==> src/core/serial_mode_pkg.sv <==
// constants shared by the serial mode control unit
// Overview of operation
// (RULE_01) mode field 000, 001 or 010 makes the unit an SPI master clocking at system/4, /16 or /64.
// (RULE_02) mode 011 is SPI master on the sub clock, 100 is SPI master at half the timer match rate.
// (RULE_03) mode 101 is SPI slave clocked by the peer, 110 is I2C slave, 111 has no function.
// (RULE_04) a set UART select bit hands pins to the UART, otherwise the mode field picks SPI or I2C.
// (RULE_05) the debounce field in control bits 3 to 2 acts only in I2C configuration.
// (RULE_06) a clear interface enable bit takes all function and power away from the serial pins.
// (RULE_07) enabling in SPI configuration leaves every SPI control setting as it was.
// (RULE_08) enabling in I2C configuration keeps transmit select and ack control but resets the flags.
// (RULE_09) the SPI incomplete flag is readable and writable and reads 1 after an incomplete transfer.
// (RULE_10) a slave select rising mid-transfer in slave mode sets incomplete and transfer complete.
// (RULE_11) software writing the incomplete flag to 1 never sets the transfer complete flag.
// (RULE_12) the slave select pin works only while its enable bit is 1 and floats otherwise.
package serial_mode_pkg;
	// register byte offsets
	localparam logic [7:0] OFF_CTRL = 8'h00;
	localparam logic [7:0] OFF_AUX = 8'h04;
	localparam logic [7:0] OFF_I2C = 8'h08;
	localparam logic [7:0] OFF_INT_STATUS = 8'h0C;
	localparam logic [7:0] OFF_INT_MASK = 8'h10;
	// serial_operating_control fields
	localparam int MODE_LSB = 5;
	localparam int UART_BIT = 4;
	localparam int DEB_LSB = 2;
	localparam int EN_BIT = 1;
	localparam int INC_BIT = 0;
	localparam logic [7:0] CTRL_RESET = 8'hE0;
	// auxiliary control fields
	localparam int SSEN_BIT = 0;
	localparam int TRF_BIT = 1;
	localparam int START_BIT = 2;
	localparam logic [1:0] AUX_RESET = 2'h0;
	// i2c settings and flags
	localparam int TXS_BIT = 0;
	localparam int ACK_BIT = 1;
	localparam int FLAG_LSB = 2;
	localparam int I2C_FLAG_N = 5;
	localparam logic [1:0] I2C_SET_RESET = 2'h0;
	localparam logic [4:0] I2C_FLAG_RESET = 5'h00;
	// interrupt bits
	localparam int IRQ_DONE = 0;
	localparam int IRQ_INC = 1;
	localparam logic [1:0] IRQ_RESET = 2'h0;
	// operating modes
	localparam logic [2:0] MODE_DIV4 = 3'h0;
	localparam logic [2:0] MODE_DIV16 = 3'h1;
	localparam logic [2:0] MODE_DIV64 = 3'h2;
	localparam logic [2:0] MODE_SUB = 3'h3;
	localparam logic [2:0] MODE_TIMER = 3'h4;
	localparam logic [2:0] MODE_SLAVE = 3'h5;
	localparam logic [2:0] MODE_I2C = 3'h6;
	// serial clock half periods in system clocks
	localparam logic [5:0] HALF_DIV4 = 6'h02;
	localparam logic [5:0] HALF_DIV16 = 6'h08;
	localparam logic [5:0] HALF_DIV64 = 6'h20;
	localparam logic [3:0] BITS_PER_XFER = 4'h8;
	localparam logic [1:0] RESP_OKAY = 2'h0;
	localparam logic [1:0] RESP_SLVERR = 2'h2;
	typedef enum logic [1:0] {XFER_IDLE, XFER_MASTER, XFER_SLAVE} xfer_state_t;
endpackage : serial_mode_pkg

==> src/core/sync_two_ff.sv <==
// two flip-flop synchroniser for pin inputs
module sync_two_ff #(
	parameter int WIDTH = 1
) (
	input wire logic aclk,
	input wire logic aresetn,
	input wire logic [WIDTH-1:0] async_in,
	output logic [WIDTH-1:0] sync_out
);
	logic [WIDTH-1:0] meta_r;

	// a zero-width synchroniser has nothing to carry
	if (WIDTH < 1)
	begin : g_bad_width
		$error("WIDTH must be at least 1");
	end

	// first stage feeds only the second stage
	always_ff @(posedge aclk)
	begin
		if (!aresetn)
		begin
			meta_r <= '0;
			sync_out <= '0;
		end
		else
		begin
			meta_r <= async_in;
			sync_out <= meta_r;
		end
	end
endmodule : sync_two_ff

==> src/core/spi_clock_gen.sv <==
// master serial clock generator with selectable source
module spi_clock_gen
	import serial_mode_pkg::*;
(
	input wire logic aclk,
	input wire logic aresetn,
	input wire logic run,
	input wire logic [2:0] mode,
	input wire logic sub_level,
	input wire logic match_pulse,
	output logic sclk_r,
	output logic bit_done
);
	logic [5:0] cnt_r;
	logic [5:0] half;
	logic sub_q_r;
	logic tick;

	// half period for the divided system clock modes
	always_comb
	begin
		unique case (mode)
			MODE_DIV16: half = HALF_DIV16;
			MODE_DIV64: half = HALF_DIV64;
			default: half = HALF_DIV4;
		endcase
	end

	// sub clock follows its edges, timer toggles once per match: half the match rate
	always_comb
	begin
		if (mode == MODE_SUB)
			tick = run && (sub_level != sub_q_r); // RULE_02
		else if (mode == MODE_TIMER)
			tick = run && match_pulse; // RULE_02
		else
			tick = run && (cnt_r == half - 6'h01); // RULE_01
	end

	assign bit_done = tick && sclk_r;

	always_ff @(posedge aclk)
	begin
		if (!aresetn)
			sub_q_r <= 1'b0;
		else
			sub_q_r <= sub_level;
	end

	// counter restarts on every toggle so each half period is exact
	always_ff @(posedge aclk)
	begin
		if (!aresetn || !run)
		begin
			cnt_r <= 6'h00;
			sclk_r <= 1'b0;
		end
		else if (tick)
		begin
			cnt_r <= 6'h00;
			sclk_r <= !sclk_r;
		end
		else
			cnt_r <= cnt_r + 6'h01;
	end
endmodule : spi_clock_gen

==> src/core/serial_mode_ctrl.sv <==
// serial mode control unit with AXI4-Lite register access
//
// Added by the designer: register access over AXI4-Lite and the register offsets.
module serial_mode_ctrl #(
	parameter int ADDR_W = 8
) (
	input wire logic aclk,
	input wire logic aresetn,
	input wire logic [ADDR_W-1:0] s_axi_awaddr,
	input wire logic [2:0] s_axi_awprot,
	input wire logic s_axi_awvalid,
	output logic s_axi_awready,
	input wire logic [31:0] s_axi_wdata,
	input wire logic [3:0] s_axi_wstrb,
	input wire logic s_axi_wvalid,
	output logic s_axi_wready,
	output logic [1:0] s_axi_bresp,
	output logic s_axi_bvalid,
	input wire logic s_axi_bready,
	input wire logic [ADDR_W-1:0] s_axi_araddr,
	input wire logic [2:0] s_axi_arprot,
	input wire logic s_axi_arvalid,
	output logic s_axi_arready,
	output logic [31:0] s_axi_rdata,
	output logic [1:0] s_axi_rresp,
	output logic s_axi_rvalid,
	input wire logic s_axi_rready,
	input wire logic sclk_in,
	output logic sclk_out,
	output logic sclk_oe,
	input wire logic slave_select_pin_in,
	output logic slave_select_pin_out,
	output logic slave_select_pin_oe,
	input wire logic sub_clock_in,
	input wire logic period_match_pulse,
	input wire logic [serial_mode_pkg::I2C_FLAG_N-1:0] i2c_flag_set,
	output logic uart_mode,
	output logic unit_power_on,
	output logic i2c_mode_active,
	output logic [1:0] i2c_debounce,
	output logic irq
);
	import serial_mode_pkg::*;

	// the register decode reads address bits 7:2, so narrower buses cannot be served
	if (ADDR_W < 8 || ADDR_W > 32)
	begin : g_bad_addr_w
		$error("ADDR_W must lie between 8 and 32");
	end

	logic aw_have_r, w_have_r;
	logic [7:0] awaddr_r;
	logic [7:0] wdata_r;
	logic wlane_r;
	logic [7:0] ctrl_r;
	logic [1:0] aux_r;
	logic [1:0] i2c_set_r;
	logic [I2C_FLAG_N-1:0] i2c_flag_r;
	logic [1:0] int_status_r, int_mask_r;
	logic en_q_r;
	xfer_state_t state_r;
	logic [3:0] bit_cnt_r;
	logic [2:0] pins_sync;
	logic sck_q_r;
	logic gen_sclk, gen_bit_done;
	logic wr_fire, wr_ok, wr_ctrl, wr_aux, wr_i2c, wr_int, wr_mask;
	logic [7:0] rd_addr;
	logic rd_hit;
	logic [7:0] rd_val;
	logic [2:0] mode;
	logic enabled, spi_master, spi_slave, i2c_cfg;
	logic start_pulse, sck_rise, ss_high;
	logic done_evt, inc_evt, en_rise;

	// configuration decode; uart select overrides the mode field
	assign mode = ctrl_r[MODE_LSB +: 3];
	assign enabled = ctrl_r[EN_BIT];
	assign uart_mode = ctrl_r[UART_BIT]; // RULE_04
	assign spi_master = !uart_mode && (mode <= MODE_TIMER); // RULE_04 RULE_01 RULE_02
	assign spi_slave = !uart_mode && (mode == MODE_SLAVE); // RULE_03
	assign i2c_cfg = !uart_mode && (mode == MODE_I2C); // RULE_03
	assign i2c_mode_active = enabled && i2c_cfg;
	assign i2c_debounce = i2c_cfg ? ctrl_r[DEB_LSB +: 2] : 2'h0; // RULE_05
	// unused mode 111 and uart mode leave the unit powered down
	assign unit_power_on = enabled && (spi_master || spi_slave || i2c_cfg); // RULE_06 RULE_03

	// write channel: address and data taken in either order
	assign s_axi_awready = !aw_have_r;
	assign s_axi_wready = !w_have_r;
	assign wr_fire = aw_have_r && w_have_r && !s_axi_bvalid;
	assign wr_ok = wr_fire && wlane_r;
	assign wr_ctrl = wr_ok && (awaddr_r == OFF_CTRL);
	assign wr_aux = wr_ok && (awaddr_r == OFF_AUX);
	assign wr_i2c = wr_ok && (awaddr_r == OFF_I2C);
	assign wr_int = wr_ok && (awaddr_r == OFF_INT_STATUS);
	assign wr_mask = wr_ok && (awaddr_r == OFF_INT_MASK);

	always_ff @(posedge aclk)
	begin
		if (!aresetn)
		begin
			aw_have_r <= 1'b0;
			awaddr_r <= 8'h00;
		end
		else if (s_axi_awvalid && s_axi_awready)
		begin
			aw_have_r <= 1'b1;
			awaddr_r <= {s_axi_awaddr[7:2], 2'h0};
		end
		else if (wr_fire)
			aw_have_r <= 1'b0;
	end

	// only byte lane 0 carries register bits
	always_ff @(posedge aclk)
	begin
		if (!aresetn)
		begin
			w_have_r <= 1'b0;
			wdata_r <= 8'h00;
			wlane_r <= 1'b0;
		end
		else if (s_axi_wvalid && s_axi_wready)
		begin
			w_have_r <= 1'b1;
			wdata_r <= s_axi_wdata[7:0];
			wlane_r <= s_axi_wstrb[0];
		end
		else if (wr_fire)
			w_have_r <= 1'b0;
	end

	// response; unmapped addresses answer slverr
	always_ff @(posedge aclk)
	begin
		if (!aresetn)
		begin
			s_axi_bvalid <= 1'b0;
			s_axi_bresp <= RESP_OKAY;
		end
		else if (wr_fire)
		begin
			s_axi_bvalid <= 1'b1;
			s_axi_bresp <= (awaddr_r <= OFF_INT_MASK) ? RESP_OKAY : RESP_SLVERR;
		end
		else if (s_axi_bready)
			s_axi_bvalid <= 1'b0;
	end

	// read mux; upper bits always zero
	assign rd_addr = {s_axi_araddr[7:2], 2'h0};
	always_comb
	begin
		rd_hit = 1'b1;
		unique case (rd_addr)
			OFF_CTRL: rd_val = ctrl_r; // RULE_09
			OFF_AUX: rd_val = {6'h00, aux_r};
			OFF_I2C: rd_val = {1'b0, i2c_flag_r, i2c_set_r};
			OFF_INT_STATUS: rd_val = {6'h00, int_status_r};
			OFF_INT_MASK: rd_val = {6'h00, int_mask_r};
			default:
			begin
				rd_val = 8'h00;
				rd_hit = 1'b0;
			end
		endcase
	end

	assign s_axi_arready = !s_axi_rvalid;
	always_ff @(posedge aclk)
	begin
		if (!aresetn)
		begin
			s_axi_rvalid <= 1'b0;
			s_axi_rdata <= 32'h00000000;
			s_axi_rresp <= RESP_OKAY;
		end
		else if (s_axi_arvalid && s_axi_arready)
		begin
			s_axi_rvalid <= 1'b1;
			s_axi_rdata <= {24'h000000, rd_val};
			s_axi_rresp <= rd_hit ? RESP_OKAY : RESP_SLVERR;
		end
		else if (s_axi_rready)
			s_axi_rvalid <= 1'b0;
	end

	// control register; hardware setting the incomplete flag beats a software clear
	always_ff @(posedge aclk)
	begin
		if (!aresetn)
			ctrl_r <= CTRL_RESET;
		else
		begin
			if (wr_ctrl)
				ctrl_r <= wdata_r; // RULE_09 RULE_07
			if (inc_evt)
				ctrl_r[INC_BIT] <= 1'b1; // RULE_09 RULE_10
		end
	end

	// enabling never touches SPI settings, so software must set them up first
	always_ff @(posedge aclk)
	begin
		if (!aresetn)
			aux_r <= AUX_RESET;
		else
		begin
			if (wr_aux)
				aux_r <= wdata_r[1:0]; // RULE_07
			if (done_evt)
				aux_r[TRF_BIT] <= 1'b1; // RULE_10 RULE_11
		end
	end

	always_ff @(posedge aclk)
	begin
		if (!aresetn)
			en_q_r <= 1'b0;
		else
			en_q_r <= enabled;
	end
	assign en_rise = enabled && !en_q_r;

	// i2c settings survive enabling, the status flags go back to defaults
	always_ff @(posedge aclk)
	begin
		if (!aresetn)
			i2c_set_r <= I2C_SET_RESET;
		else if (wr_i2c)
			i2c_set_r <= wdata_r[ACK_BIT:TXS_BIT]; // RULE_08
	end

	always_ff @(posedge aclk)
	begin
		if (!aresetn)
			i2c_flag_r <= I2C_FLAG_RESET;
		else if (en_rise && i2c_cfg)
			i2c_flag_r <= I2C_FLAG_RESET | (i2c_flag_set & {I2C_FLAG_N{i2c_mode_active}}); // RULE_08
		else
			i2c_flag_r <= i2c_flag_r | (i2c_flag_set & {I2C_FLAG_N{i2c_mode_active}});
	end

	// interrupts: write one to clear, a new event wins
	always_ff @(posedge aclk)
	begin
		if (!aresetn)
			int_status_r <= IRQ_RESET;
		else
			int_status_r <= (int_status_r & ~(wr_int ? wdata_r[1:0] : 2'h0))
				| {inc_evt, done_evt};
	end

	always_ff @(posedge aclk)
	begin
		if (!aresetn)
			int_mask_r <= IRQ_RESET;
		else if (wr_mask)
			int_mask_r <= wdata_r[1:0];
	end
	assign irq = |(int_status_r & int_mask_r);

	// pins from the peer pass two flops before use
	sync_two_ff #(
		.WIDTH(3)
	) u_pin_sync (
		.aclk(aclk),
		.aresetn(aresetn),
		.async_in({sub_clock_in, slave_select_pin_in, sclk_in}),
		.sync_out(pins_sync)
	);

	always_ff @(posedge aclk)
	begin
		if (!aresetn)
			sck_q_r <= 1'b0;
		else
			sck_q_r <= pins_sync[0];
	end
	assign sck_rise = pins_sync[0] && !sck_q_r;
	// without its enable the select pin is ignored
	assign ss_high = aux_r[SSEN_BIT] && pins_sync[1]; // RULE_12

	spi_clock_gen u_clock_gen (
		.aclk(aclk),
		.aresetn(aresetn),
		.run(state_r == XFER_MASTER),
		.mode(mode),
		.sub_level(pins_sync[2]),
		.match_pulse(period_match_pulse),
		.sclk_r(gen_sclk),
		.bit_done(gen_bit_done)
	);

	assign start_pulse = wr_aux && wdata_r[START_BIT];
	// an aborted slave transfer raises both flags in the same cycle
	assign inc_evt = (state_r == XFER_SLAVE) && enabled && ss_high; // RULE_10
	assign done_evt = inc_evt
		|| ((state_r == XFER_MASTER) && gen_bit_done && (bit_cnt_r == BITS_PER_XFER - 4'h1))
		|| ((state_r == XFER_SLAVE) && sck_rise && (bit_cnt_r == BITS_PER_XFER - 4'h1));

	// transfer sequencer; dropping enable or mode abandons a transfer silently
	always_ff @(posedge aclk)
	begin
		if (!aresetn)
		begin
			state_r <= XFER_IDLE;
			bit_cnt_r <= 4'h0;
		end
		else
		begin
			unique case (state_r)
				XFER_IDLE:
				begin
					bit_cnt_r <= 4'h0;
					if (start_pulse && enabled && spi_master)
						state_r <= XFER_MASTER; // RULE_01 RULE_02
					else if (enabled && spi_slave && sck_rise
						&& !(aux_r[SSEN_BIT] && pins_sync[1]))
					begin
						state_r <= XFER_SLAVE; // RULE_03
						bit_cnt_r <= 4'h1;
					end
				end
				XFER_MASTER:
				begin
					if (!enabled || !spi_master || done_evt)
						state_r <= XFER_IDLE;
					else if (gen_bit_done)
						bit_cnt_r <= bit_cnt_r + 4'h1;
				end
				XFER_SLAVE:
				begin
					if (!enabled || !spi_slave || done_evt)
						state_r <= XFER_IDLE;
					else if (sck_rise)
						bit_cnt_r <= bit_cnt_r + 4'h1;
				end
			endcase
		end
	end

	// pin drive; nothing drives while disabled
	always_ff @(posedge aclk)
	begin
		if (!aresetn)
		begin
			sclk_out <= 1'b0;
			slave_select_pin_out <= 1'b1;
		end
		else
		begin
			sclk_out <= gen_sclk;
			slave_select_pin_out <= state_r != XFER_MASTER;
		end
	end
	assign sclk_oe = enabled && spi_master; // RULE_06
	assign slave_select_pin_oe = enabled && spi_master && aux_r[SSEN_BIT]; // RULE_12 RULE_06

	property p_oe_off;
		@(posedge aclk) disable iff (!aresetn)
		!enabled |-> !sclk_oe && !slave_select_pin_oe && !unit_power_on;
	endproperty
	a_oe_off: assert property (p_oe_off) else $error("pins driven while disabled"); // RULE_06

	property p_div4;
		@(posedge aclk) disable iff (!aresetn)
		(state_r == XFER_MASTER && mode == MODE_DIV4 && $changed(gen_sclk) && enabled)
			##1 (state_r == XFER_MASTER) |-> $stable(gen_sclk) ##1 $changed(gen_sclk);
	endproperty
	a_div4: assert property (p_div4) else $error("divide by four period wrong"); // RULE_01

	property p_timer_half;
		@(posedge aclk) disable iff (!aresetn)
		(state_r == XFER_MASTER && mode == MODE_TIMER && !period_match_pulse) |=> $stable(gen_sclk);
	endproperty
	a_timer_half: assert property (p_timer_half) else $error("timer clock moved without match"); // RULE_02

	property p_unused;
		@(posedge aclk) disable iff (!aresetn)
		(mode == 3'h7) |-> !unit_power_on && !sclk_oe && state_r == XFER_IDLE ##1 1'b1;
	endproperty
	a_unused: assert property (p_unused) else $error("unused mode active"); // RULE_03

	property p_uart;
		@(posedge aclk) disable iff (!aresetn)
		uart_mode |-> !spi_master && !spi_slave && !i2c_mode_active;
	endproperty
	a_uart: assert property (p_uart) else $error("uart select did not win"); // RULE_04

	property p_debounce;
		@(posedge aclk) disable iff (!aresetn)
		!i2c_cfg |-> i2c_debounce == 2'h0;
	endproperty
	a_debounce: assert property (p_debounce) else $error("debounce leaked outside i2c"); // RULE_05

	property p_enable_keeps;
		@(posedge aclk) disable iff (!aresetn)
		$rose(enabled) && !i2c_cfg && !$past(wr_aux) |-> aux_r[SSEN_BIT] == $past(aux_r[SSEN_BIT]);
	endproperty
	a_enable_keeps: assert property (p_enable_keeps) else $error("enable altered settings"); // RULE_07

	property p_i2c_clear;
		@(posedge aclk) disable iff (!aresetn)
		(en_rise && i2c_cfg && i2c_flag_set == '0 && !wr_i2c)
			|=> i2c_flag_r == I2C_FLAG_RESET && i2c_set_r == $past(i2c_set_r);
	endproperty
	a_i2c_clear: assert property (p_i2c_clear) else $error("i2c enable handling wrong"); // RULE_08

	property p_inc_with_trf;
		@(posedge aclk) disable iff (!aresetn)
		inc_evt |=> ctrl_r[INC_BIT] && aux_r[TRF_BIT] && int_status_r == 2'h3 ##1 1'b1;
	endproperty
	a_inc_with_trf: assert property (p_inc_with_trf) else $error("incomplete without trf"); // RULE_10

	property p_sw_inc;
		@(posedge aclk) disable iff (!aresetn)
		wr_ctrl && wdata_r[INC_BIT] && !done_evt && !aux_r[TRF_BIT] |=> !aux_r[TRF_BIT];
	endproperty
	a_sw_inc: assert property (p_sw_inc) else $error("software write set trf"); // RULE_11

	property p_ss_float;
		@(posedge aclk) disable iff (!aresetn)
		!aux_r[SSEN_BIT] |-> !slave_select_pin_oe && !inc_evt;
	endproperty
	a_ss_float: assert property (p_ss_float) else $error("select pin used while off"); // RULE_12
endmodule : serial_mode_ctrl

==> config.mk <==
export PLATFORM = sky130hd
export DESIGN_NAME = serial_mode_ctrl
export DESIGN_NICKNAME = d
export VERILOG_FILES = /design/src/core/serial_mode_pkg.sv /design/src/core/sync_two_ff.sv /design/src/core/spi_clock_gen.sv /design/src/core/serial_mode_ctrl.sv
export SDC_FILE = /design/constraint.sdc
export NUM_CORES = 1
export LEC_CHECK = 0
export BUFFER_PORTS_ARGS = -buffer_cell sky130_fd_sc_hd__buf_2
export CAP_MARGIN = 10
export CORE_AREA = 3 3 123 125
export CTS_BUF_LIST = sky130_fd_sc_hd__clkbuf_8
export CTS_CLUSTER_DIAMETER = 100
export DETAILED_ROUTE_END_ITERATION = 12
export DIE_AREA = 0 0 126 128
export HOLD_SLACK_MARGIN = 0.02
export PLACE_DENSITY = 0.5
export SYNTH_ARGS = -nofsm -noshare
export SYNTH_HDL_FRONTEND = slang
export SYNTH_SLANG_ARGS = --single-unit
==> constraint.sdc <==
create_clock -name aclk -period 1.83 [get_ports aclk]
set_clock_uncertainty 0.1 [all_clocks]
set_input_delay 0.2745 -clock aclk [delete_from_list [all_inputs] [get_ports aclk]]
set_output_delay 0.2745 -clock aclk [all_outputs]
set_load 0.05 [all_outputs]
# Yosys cells after proc, flatten, opt, wreduce, memory -nomap -nowiden

Index checks and enable logic that the tools add are counted.

Add/sub/neg operators: 3
Magnitude comparators: 2
Eq/ne operators: 27
Mux-type cells: 33
Bitwise gates (word level): 6
Reduce and logical (&&, ||, !) cells: 75

Operators with widths:

| cell                                                 | count |
|---|---|
| case mux 8 bit (5 select lines)                      | 1 |
| logical AND 1 bit                                    | 38 |
| == test 6 x 2 -> 1 bit (second input constant)       | 4 |
| 2-to-1 mux 2 bit                                     | 9 |
| logical NOT 8 bit                                    | 2 |
| 2-to-1 mux 4 bit                                     | 4 |
| 2-to-1 mux 1 bit                                     | 15 |
| logical NOT 1 bit                                    | 14 |
| == test 6 x 1 -> 1 bit (second input constant)       | 2 |
| == test 6 x 3 -> 1 bit (second input constant)       | 2 |
| case mux 4 bit (3 select lines)                      | 1 |
| case mux 6 bit (2 select lines)                      | 1 |
| nonzero test 2 bit                                   | 6 |
| inequality test 2 bit (second input constant)        | 5 |
| == test 3 bit (second input constant)                | 3 |
| logical OR 1 bit                                     | 9 |
| <= comparator 8 x 5 -> 1 bit (second input constant) | 1 |
| adder 6 x 1 -> 6 bit (second input constant)         | 1 |
| == test 3 x 2 -> 1 bit (second input constant)       | 2 |
| == test 6 bit                                        | 1 |
| case mux 2 bit (3 select lines)                      | 1 |
| subtractor 6 x 1 -> 6 bit (second input constant)    | 1 |
| bitwise AND 5 bit                                    | 1 |
| 2-to-1 mux 5 bit                                     | 1 |
| other kinds (18)                                     | 21 |

Register bits: 76
Input port bits: 74
Output and inout bits: 51
Logic and storage cells: 175

# Depth between registers and ports, before layout

Gate-level depths: netlist of the first run.

Word-level depth: 15
Depth in mapped cells: 8

# Hierarchy

Synthesis of the first run repeated with hierarchy kept, for this count alone.

Cells, all modules: 384
Area total of the unflattened synthesis: 3,413.3 µm²

Modules (own cells, without submodules):

| module           | instances | cells each | area each (µm²) |
|---|---|---|---|
| serial_mode_ctrl | 1         | 323        | 2,835.2 |
| spi_clock_gen    | 1         | 49         | 420.4 |
| sync_two_ff      | 1         | 12         | 157.7 |

# Least setup slack after synthesis of the first run

No wires, ideal clock.

Kind: register -> register
From: register ctrl_r[4]
To: register bit_cnt_r[3]
Library setup time: 0.131 ns
Data arrival time: 2.036 ns
Slack: -0.436 ns
Stages on the path, launching flop included: 7
Cell sequence: dfxtp_1 nor2b_1 and2_1 nand4_1 a21bo_2 a211oi_1 o32ai_2

Longest elaborated chain between the ends: 7
Elaborated cells on any way between the ends: 12
Those cells by class: eq/ne (2); reduce/logical (10)

RTL lines:

| item                                             | line                                             | source |
|---|---|---|
| start, declared                                  | serial_mode_ctrl.sv:55                           | `logic [7:0] ctrl_r;` |
| start signal, assigned                           | serial_mode_ctrl.sv:196                          | `ctrl_r <= wdata_r;` |
| logical NOT 1 bit (*)                            | serial_mode_ctrl.sv:79, serial_mode_ctrl.sv:80   |  |
| logical AND 1 bit (on tied branches)             | serial_mode_ctrl.sv:79, serial_mode_ctrl.sv:80   |  |
| logical NOT 1 bit (on tied branches)             | serial_mode_ctrl.sv:327, serial_mode_ctrl.sv:334 |  |
| logical OR 1 bit (on tied branches) (2 in a row) | serial_mode_ctrl.sv:327, serial_mode_ctrl.sv:334 |  |
| inequality test 2 bit (no line)                  | n/a                                              |  |
| AND reduction 4 bit (no line) (*)                | n/a                                              |  |
| end signal, assigned                             | serial_mode_ctrl.sv:330                          | `bit_cnt_r <= bit_cnt_r + 4'h1;` |
| end signal, assigned                             | serial_mode_ctrl.sv:337                          | `bit_cnt_r <= bit_cnt_r + 4'h1;` |
| end, declared                                    | serial_mode_ctrl.sv:62                           | `logic [3:0] bit_cnt_r;` |

Mark *: on every way between the ends. The rest lies on a longest branch, timed or not.
A chain may end at the register's enable or synchronous reset.

# Worst setup path in the final report of the first run

From: register awaddr_r[5]
To: register state_r[0]

Longest elaborated chain between the ends: 7
Elaborated cells on any way between the ends: 9
Those cells by class: eq/ne (2); mux (2); reduce/logical (5)

RTL lines:

| item                                                                             | line                    | source |
|---|---|---|
| start, declared                                                                  | serial_mode_ctrl.sv:52  | `logic [7:0] awaddr_r;` |
| start signal, assigned                                                           | serial_mode_ctrl.sv:108 | `awaddr_r <= {s_axi_awaddr[7:2], 2'h0};` |
| == test 6 x 1 -> 1 bit (*)                                                       | serial_mode_ctrl.sv:93  | `assign wr_aux = wr_ok && (awaddr_r == OFF_AUX);` |
| logical AND 1 bit (*)                                                            | serial_mode_ctrl.sv:93  |  |
| logical AND 1 bit (*)                                                            | serial_mode_ctrl.sv:295 | `assign start_pulse = wr_aux && wdata_r[START_BIT];` |
| logical AND 1 bit (*) (2 in a row)                                               | serial_mode_ctrl.sv:316 | `if (start_pulse && enabled && spi_master)` |
| inequality test 3 bit (no line) or 2-to-1 mux 2 bit (tied branches)              | n/a                     |  |
| AND reduction 3 bit (no line) or case mux 2 bit (3 select lines) (tied branches) | n/a                     |  |
| end signal, assigned                                                             | serial_mode_ctrl.sv:317 | `state_r <= XFER_MASTER;` |
| end signal, assigned                                                             | serial_mode_ctrl.sv:321 | `state_r <= XFER_SLAVE;` |
| end signal, assigned                                                             | serial_mode_ctrl.sv:328 | `state_r <= XFER_IDLE;` |
| end, declared                                                                    | serial_mode_ctrl.sv:61  | `xfer_state_t state_r;` |

Marks and branches as above.

==> metrics.txt, run 1 <==
largest net degree at the start of global routing 33; DP HPWL ~6700 um; die width 126 um; Vert. Die Dim 128 um; post-route minimum period 2.00 ns; CP Capture Type flip-flop; # fillers 1,433; total CTS buffers 9; global-route wire length before repair roughly 15,000 um; status complete, but fails checks; worst min path class in -> reg; root buffer cell clkbuf_8; adder-cell share of the synthesized area 0.0178; CP most frequent cell buf_4; Post-synth EDFFs 0; critical path's largest stage delay around 0.4 ns; Peak VDD IR 0.453 mV; drt pass-1 iters 4; via count 3,064; post-synth top area cell dfxtp_1; reg2reg start awaddr_r[5]$_SDFFE_PN0P_; via-per-instance ratio roughly 4.4; Placed Area 4270 um^2; Avg Inst Size Synth 8.88 um^2; layout cells sized above 1 0.389; mux cell area share after synthesis 0.0872; Yosys reg bits 74; Clock Sinks 74; CP Max Fanout 5; kind of critical path reg -> reg; Tcrit/Tclk final 1.09; die area ~16,000 um^2; Core ar. 14,000 um^2; CTS tree built; Seq/Total Area, Yosys 0.421; worst path required time 1.99 ns; most common cell after layout, fill and taps aside dfxtp_1; post-synth cell types 60; Reg clk slew, reported paths roughly 0.07 ns; GR Overflow Total 0; post-synthesis compound-gate area fraction 0.135; post-route cell area 5000 um^2; GPL Wtd Cong ~0.79; Most used DFF post-synth dfxtp_1; Starting Density 0.251; num ports around 130; Hold Fails Final Rpt 0; H-tree depth 3; Hold Crit Start s_axi_awvalid; drt total wl approximately 9000 um; # rows 43; Pwr Density between 600 and 700 nW/um^2; M1 GR Usage 0.146; worst skew pair latency 0.35 ns; n_diodes 0; number of global-route vias before repair between 3,000 and 4,000; Routed WL per cell around 13 um; DRT iter0 DRCs 135; Tot GR Track Use 0.114; area grow syn2layout 42.2%; xor and xnor area share after synthesis 0.0149; met2 usage 0.188; Setup crit start awaddr_r[5]$_SDFFE_PN0P_; CP max-delay cell or3_4; met3 GRT Util 0.0333; Max-cap violations 0; failing checks setup timing; nets approximately 600; pre-CTS setup slack -0.208 ns; Critical Path Start Type flip-flop; Max Fclk 0.499 GHz; synth warn 0; GR peak layer met2; Post-Synth Simple-Gate Area 0.227; Port Buffers 61; final setup fails 26; initial antenna violation count 0; largest family of logic cells by synthesized area simple AND/OR/NAND/NOR gates; mapped cell area 3520 um^2; top cells by area, synth dfxtp_1 (42%), mux2i_1 (7.1%), buf_4 (6.0%); most frequent cells in the layout dfxtp_1 (68), buf_2 (55), buf_4 (51); RSZ-0062 raised after global routing true; Max Buffers Root-to-Sink 2; cell family with most CP delay simple AND/OR/NAND/NOR gates; Buf/Inv on CP 2; final worst slack -0.174 ns; max-slew violations 0; post-synthesis async set-or-reset flop share 0; Pleak just over 2 nW; DRC Markers 0; Worst Path Arrival 2.16 ns; Gate Count Post-Synth 396; Antenna Violating Nets Remaining 0; top cell type's share of synthesized area 0.421; critical path cell sequence or3_4 -> nor4b_4 -> buf_4 -> nand4_1 -> buf_4 -> a2111o_1 -> o31ai_1
[kinds of logic after synthesis]
logic type                 Yosys count
other                                1
DFF                                 74
and+or+nand+nor                    159
muxes                               28
AOI/OAI and AO/OA                   65
buffers and inverters               58
xor gates and xnor gates             6
adders and majority gates            5
[per-stage QoR]
stage / TNS (ns) / util / std cells / hold slack, ns / power, mW
finish: -2.01 / 0.358 / 704 / 0.0491 / 3.49
global route: -4.82 / 0.358 / 704 / 0.0400 / 3.67
detailed placement: -2.05 / 0.305 / 669 / 0.323 / 2.21
floorplan: -0.231 / - / 421 / 0.290 / 2.11
global placement: -1.54 / 0.305 / 669 / 0.318 / 2.20
CTS: -1.95 / 0.344 / 699 / 0.0246 / 3.54
[metal layers]
metal | share of wire | routed length [um]
met1 | 0.47 | 4170
met2 | 0.48 | 4270
met3 | 0.045 | 401
met4 | 0.014 | 123
met5 | 0 | 0
[what timing repair did]
action	CTS	global route
hold buffers	3	0
setup buffers	11	6
gates resized for setup	55	36
pin swaps	14	16
hold endpoints to repair	3	0
setup endpoints to repair	31	34
[path summary, 6_finish.rpt]
path,to,slack (ns),depth (start not counted)
setup / recovery,state_r[0]$_SDFFE_PN0P_,-0.17,7
hold / removal,aw_have_r$_SDFFE_PN0P_,0.05,3
setup reg to reg,state_r[0]$_SDFFE_PN0P_,-0.17,7
hold reg to reg,u_pin_sync.sync_out[2]$_SDFF_PN0_,0.34,1
[cells in the mapped netlist (2+ instances only)]
master / count
and2_1: 15
a31oi_1: 2
clkbuf_1: 8
mux2i_1: 25
nand4_1: 7
buf_6: 2
xor2_1: 4
buf_4: 28
a22oi_1: 5
dfxtp_1: 74
o21ai_0: 4
inv_1: 14
nor2b_1: 6
nand4b_1: 2
nand2_1: 39
nor3_1: 5
a21oi_2: 2
and3b_1: 2
o21ai_1: 3
o31a_1: 2
a21oi_1: 25
xnor2_1: 2
nor2_1: 56
a211oi_1: 3
o22ai_1: 2
nor4_1: 3
ha_1: 5
nand3_1: 6
buf_1: 5
nor3b_1: 2
nand2b_1: 6
mux4_2: 2
a221oi_1: 3
[cell type report]
cell class	instances	area, um^2	share of cell area
inverter	14	52.6	0.0105
sequential	74	1500	0.299
timing repair buffer	131	960	0.192
tap	180	225	0.0450
clock buffer	11	151	0.0303
clock inverter	5	52.6	0.0105
multi-input combinational	289	2060	0.413
[power by group]
part           total [mW]  leakage [nW]  internal (mW)  switching (mW)
registers            1.69         0.603           1.65          0.0390
clock network        1.29         0.105          0.697           0.595
logic               0.506          1.34          0.172           0.334
total                3.49          2.05           2.52           0.968
[state kept, by name, summed over array words and instances (netlist names), 3 cells and up]
name                 cells
u_pin_sync.sync_out      3
ctrl_r                   8
u_clock_gen.cnt_r        6
awaddr_r                 6
i2c_flag_r               5
u_pin_sync.meta_r        3
wdata_r                  8
bit_cnt_r                4
s_axi_rdata              8
[worst register-to-register path: stages, from the launching register on]
cell,delay [ns]
dfxtp_2,0.32
or3_4,0.40
nor4b_4,0.25
buf_4,0.18
nand4_1,0.14
buf_4,0.17
a2111o_1,0.29
o31ai_1,0.07
Note: power is estimated with default switching activity, not from simulation.
==> run 2, diff against run 1 <==
Settings changed: CORE_AREA 3 3 123 125 to 3 3 91 93, DIE_AREA 0 0 126 128 to 0 0 94 96, PLACE_DENSITY 0.5 to 0.81.
==> run 2 against run 1 <==
Against the previous run:
- the flow still finishes with violations (setup timing)
- sequential share of layout area rose by 1.5 points
- power increased by 11%
- worst hold slack got worse by 0.0046 ns
- clock power up 30%
- sequential cell count stayed put
- sequential power is essentially flat
- routed wire length is 4.7% lower
- critical path depth unchanged
- fmax rose by 0.22%
- largest cell class unchanged
==> metrics.txt, run 2 (synthesis gave the netlist of run 1 again) <==
status complete, but fails checks; failing checks setup timing; global-route wire length before repair 13,500 um; Pleak 1.99 nW; area grow syn2layout 35.4%; kind of critical path reg -> reg; worst min path class in -> reg; CTS tree built; Max Buffers Root-to-Sink 2; worst hold slack 0.0445 ns; reg2reg start awaddr_r[5]$_SDFFE_PN0P_; multi-input logic area 2000 um^2; layout cells sized above 1 0.358; max-slew violations 0; GR Overflow Total 0; r2r setup slk -0.17 ns; die area 9020 um^2; worst path required time 2.02 ns; Port Buffers 61; via count 3,119; Reg clk slew, reported paths 0.08 ns; most common cell after layout, fill and taps aside dfxtp_1; final core occ 0.626; die width about 94 um; Top Registers ctrl_r x8, s_axi_rdata x8, wdata_r x8; RR Endpoint state_r[1]$_SDFFE_PN0P_; initial antenna violation count 0; drt total wl around 8600 um; # fillers between 600 and 700; Peak VDD IR 0.553 mV; final worst slack -0.169 ns; Hold Path End w_have_r$_SDFFE_PN0P_; setup_tns -2.23 ns; DRC Markers 0; Clock Power Share 0.435; Tot GR Track Use 0.188; CP Max Fanout 3; critical path's largest stage delay 0.40 ns; number of global-route vias before repair roughly 3,000; DP HPWL slightly below 6000 um; most frequent cells in the layout dfxtp_1 (68), buf_2 (55), nor2_1 (51); # rows 32; Tcrit/Tclk final 1.09; critical path cell sequence or3_4 -> nor4b_4 -> buf_4 -> nand4_1 -> and3b_1 -> a21oi_2 -> mux2i_1; internal power 2.85 mW; H-tree depth 3; Max-cap violations 0; Clock Sinks 74; pre-CTS setup slack -0.207 ns; DRT iter0 DRCs between 150 and 200; via-per-instance ratio roughly 5.1; CP max-delay cell or3_4; nets 585; Sequential Power Share 0.438; Max Fclk ~0.50 GHz; largest net degree at the start of global routing 33; CP Capture Type flip-flop; RSZ-0062 raised after global routing true; drt pass-1 iters 4; cell count of the worst reg-to-reg path 7; worst skew pair latency 0.36 ns; Hold Fails Final Rpt 0; Hold Crit Start s_axi_wvalid; sw power 1.00 mW; Comb power frac 0.127; Vert. Die Dim 96 um; worst hold path cell count 3; register area 1500 um^2; Sw Share 0.260; final setup fails 28; Routed WL per cell ~14 um; Worst Path Arrival 2.19 ns; root buffer cell clkbuf_8; Starting Density 0.462; GPL Wtd Cong 0.849; Core ar. 7610 um^2; n_diodes 0; total CTS buffers 9; Critical Path Start Type flip-flop; num ports 125; Pwr Total ~3.9 mW; Pwr Density 810 nW/um^2; Antenna Violating Nets Remaining 0; post-route minimum period 2.00 ns
-- run 2: worst max path at each step --
stage / start / to / slack (ns) / cells after the start
after global routing: awaddr_r[5]$_SDFFE_PN0P_ / state_r[1]$_SDFFE_PN0P_ / -0.30 / 7
after floorplan: awaddr_r[5]$_SDFFE_PN0P_ / aux_r[1]$_SDFFE_PN0P_ / -0.14 / 6
after CTS: awaddr_r[5]$_SDFFE_PN0P_ / state_r[1]$_SDFFE_PN0P_ / -0.14 / 7
final: awaddr_r[5]$_SDFFE_PN0P_ / state_r[1]$_SDFFE_PN0P_ / -0.17 / 7
after global placement: awaddr_r[5]$_SDFFE_PN0P_ / aux_r[1]$_SDFFE_PN0P_ / -0.14 / 6
after detailed placement: ctrl_r[6]$_SDFFE_PN1P_ / bit_cnt_r[1]$_SDFFE_PN0P_ / -0.21 / 7
-- run 2: final cells by class --
type	count	share of cell area
clock inverters	7	0.0297
flip-flops and latches	74	0.314
clock buffers	9	0.0260
inverters	14	0.0110
repair buffers	118	0.172
multi-input cells	289	0.420
well taps	102	0.0268
-- run 2: routing by layer --
metal  up-vias  track usage  wire length [um]
li1       1522            -                 -
met1      1457        0.225              3520
met2       121        0.329              4230
met3        19       0.0493               634
met4         0       0.0614               163
met5         -            0                 0
-- run 2: power groups by stage --
stage          logic (mW)  registers [mW]  clock network [mW]
2_1_floorplan       0.358            1.75                   0
3_3_place_gp        0.455            1.73                   0
3_5_place_dp        0.464            1.73                   0
4_1_cts             0.483            1.69                1.71
5_1_grt             0.530            1.70                1.77
6_report            0.490            1.69                1.68
-- run 2: repair_timing --
item	CTS	global route
setup endpoints to repair	31	31
hold endpoints to repair	4	0
gates cloned	0	0
pin swaps	8	12
buffers inserted	6	7
gates resized for setup	41	28
hold buffers	4	0
-- run 2: metrics by stage --
stage / cells / area [um^2]
after CTS: 606 / 4600
final: 613 / 4760
after global placement: 581 / 4100
after detailed placement: 581 / 4100
after global routing: 613 / 4760
after floorplan: 421 / 3630
-- run 2: worst max-delay path, delay by kind of cell, from the launching register on --
family	cells	cell delay, ns
AOI/OAI and AO/OA	1	0.15
and+or+nand+nor	4	1.00
buffers and inverters	1	0.16
DFF	1	0.32
muxes	1	0.20
==> run 3, diff against run 2 <==
Clock period 1.83 ns to 1.71 ns, I/O delays scaled along.
==> run 3 against run 2 <==
Against the previous run:
- the flow still finishes with violations (setup timing)
- sequential cell count did not move
- worst hold slack worse by 0.023 ns
- combinational power up 16%
- critical path depth decreased by 1
- via count is 7.4% higher
- fmax shrank 1.9%
- critical endpoint is now state_r[0]$_SDFFE_PN0P_
==> metrics.txt, run 3 (synthesis gave the netlist of run 1 again) <==
Peak VDD IR roughly 0.42 mV; drt total wl 10,100 um; post-route minimum period 2.04 ns; sw power 1.16 mW; final core occ 0.651; total CTS buffers 9; Core ar. around 7600 um^2; final cell count without fillers roughly 630; Antenna Violating Nets Remaining 0; CTS tree built; Placed Area 4260 um^2; Critical Path Start Type flip-flop; status complete, but fails checks; worst path required time 1.87 ns; Vert. Die Dim 96 um; Reg clk slew, reported paths approximately 0.09 ns; number of global-route vias before repair 3,240; DP HPWL 6100 um; CP Capture Type flip-flop; Max Fclk ~0.49 GHz; failing checks setup timing; Clock Power Share 0.377; DRT iter0 DRCs 241; Max-cap violations 0; Pleak 2.07 nW; setup_tns -6.71 ns; GR Overflow Total 0; CP max-delay cell a2111oi_4; M1 GR Usage 0.245; Sw Share 0.304; final worst slack -0.328 ns; GR peak layer met2; worst min path class in -> reg; global-route wire length before repair around 15,000 um; met2 usage 0.377; nets about 600; initial antenna violation count 0; Tot GR Track Use 0.219; Worst Path Arrival around 2.2 ns; critical path's largest stage delay 0.45 ns; n_diodes 0; Clock Sinks 74; drt pass-1 iters 5; Pwr Total 3.82 mW; Worst Tran Pin Value 0.569 ns; dpl cells 595; Routed WL per cell 15.9 um; worst skew pair latency between 0.3 and 0.4 ns; final setup fails 32; post-route cell area about 5000 um^2; via-per-instance ratio 5.30; most common cell after layout, fill and taps aside dfxtp_1; die area 9020 um^2; # rows 32; Starting Density 0.462; DRC Markers 0; layout cells sized above 1 0.396; largest net degree at the start of global routing 34; GPL Wtd Cong 0.806; root buffer cell clkbuf_8; Hold Fails Final Rpt 0; num ports about 130; Port Buffers 61; area grow syn2layout 40.8%; internal power 2.66 mW; Tcrit/Tclk final 1.19; CP Max Fanout 4; r2r setup slk -0.33 ns; kind of critical path reg -> reg; max-slew violations 0; met3 GRT Util 0.0508; Pwr Density slightly below 800 nW/um^2; cell family with most CP delay compound AO/OA/AOI/OAI gates; Sequential Power Share 0.474; critical path cell sequence nor2_4 -> o21a_1 -> a2111oi_4 -> a31oi_2 -> a2111o_1 -> o31ai_1; via count 3,351; die width around 94 um; Max Buffers Root-to-Sink 2; most frequent cells in the layout dfxtp_1 (66), buf_4 (57), buf_2 (55); Buf/Inv on CP 0; RSZ-0062 raised after global routing true; H-tree depth 3; Top Registers ctrl_r x8, s_axi_rdata x8, wdata_r x8; Worst slew margin 0.617; Comb power frac 0.149
## run 3: changes by cell type in the layout (fill, tap and decap cells not counted), moves of 2 or more
| cell | change |
|---|---|
| buf_4 | +12 |
| dfxtp_2 | +2 |
| nor2_1 | -2 |
| nor2_2 | +2 |
| buf_12 | +2 |
| bufinv_16 | -3 |
| inv_6 | +3 |
| buf_8 | +3 |
| dfxtp_1 | -2 |
| buf_6 | +3 |
## run 3: power groups by stage
stage	Sequential, mW	Clock, mW	Combinational (mW)
6_report	1.81	1.44	0.568
3_3_place_gp	1.85	0	0.513
2_1_floorplan	1.87	0	0.385
4_1_cts	1.81	1.44	0.546
5_1_grt	1.82	1.52	0.609
3_5_place_dp	1.85	0	0.526
## run 3: final timing paths
check | from | end | depth (start not counted)
max | ctrl_r[5]$_SDFFE_PN1P_ | state_r[0]$_SDFFE_PN0P_ | 6
max reg2reg | ctrl_r[5]$_SDFFE_PN1P_ | state_r[0]$_SDFFE_PN0P_ | 6
min reg2reg | u_pin_sync.meta_r[2]$_SDFF_PN0_ | u_pin_sync.sync_out[2]$_SDFF_PN0_ | 1
min | s_axi_wdata[5] | wdata_r[5]$_SDFFE_PN0P_ | 3
## run 3: what timing repair did
action / in CTS / in global routing
cloned: 0 / 0
resized for setup: 54 / 23
pin swaps: 15 / 21
setup buffers: 11 / 8
setup endpoints to repair: 34 / 37
hold buffers: 3 / 0
hold endpoints to repair: 3 / 0
## run 3: final cells by class
type / count / area, um^2
fill: 575 / 2660
multi-input combinational: 289 / 2050
sequential: 74 / 1500
timing repair buffer: 137 / 1020
tap: 102 / 128
clock buffer: 9 / 124
clock inverter: 7 / 82.6
inverter: 14 / 52.6
## run 3: per-layer routing
layer	routed length, um	part of all wire
met1	3760	0.37
met2	5150	0.51
met3	687	0.068
met4	460	0.046
met5	0	0
## run 3: tightest hold or removal path, stage by stage
cell and delay (ns):
buf_2 0.10, nand2_1 0.05, a21oi_1 0.05
## run 3: metrics by stage
stage                     hold WS [ns]  setup WS [ns]
after floorplan                  0.272         -0.262
after CTS                       0.0230         -0.250
after detailed placement         0.323         -0.249
after global routing            0.0368         -0.404
after global placement           0.317         -0.221
final                           0.0218         -0.328
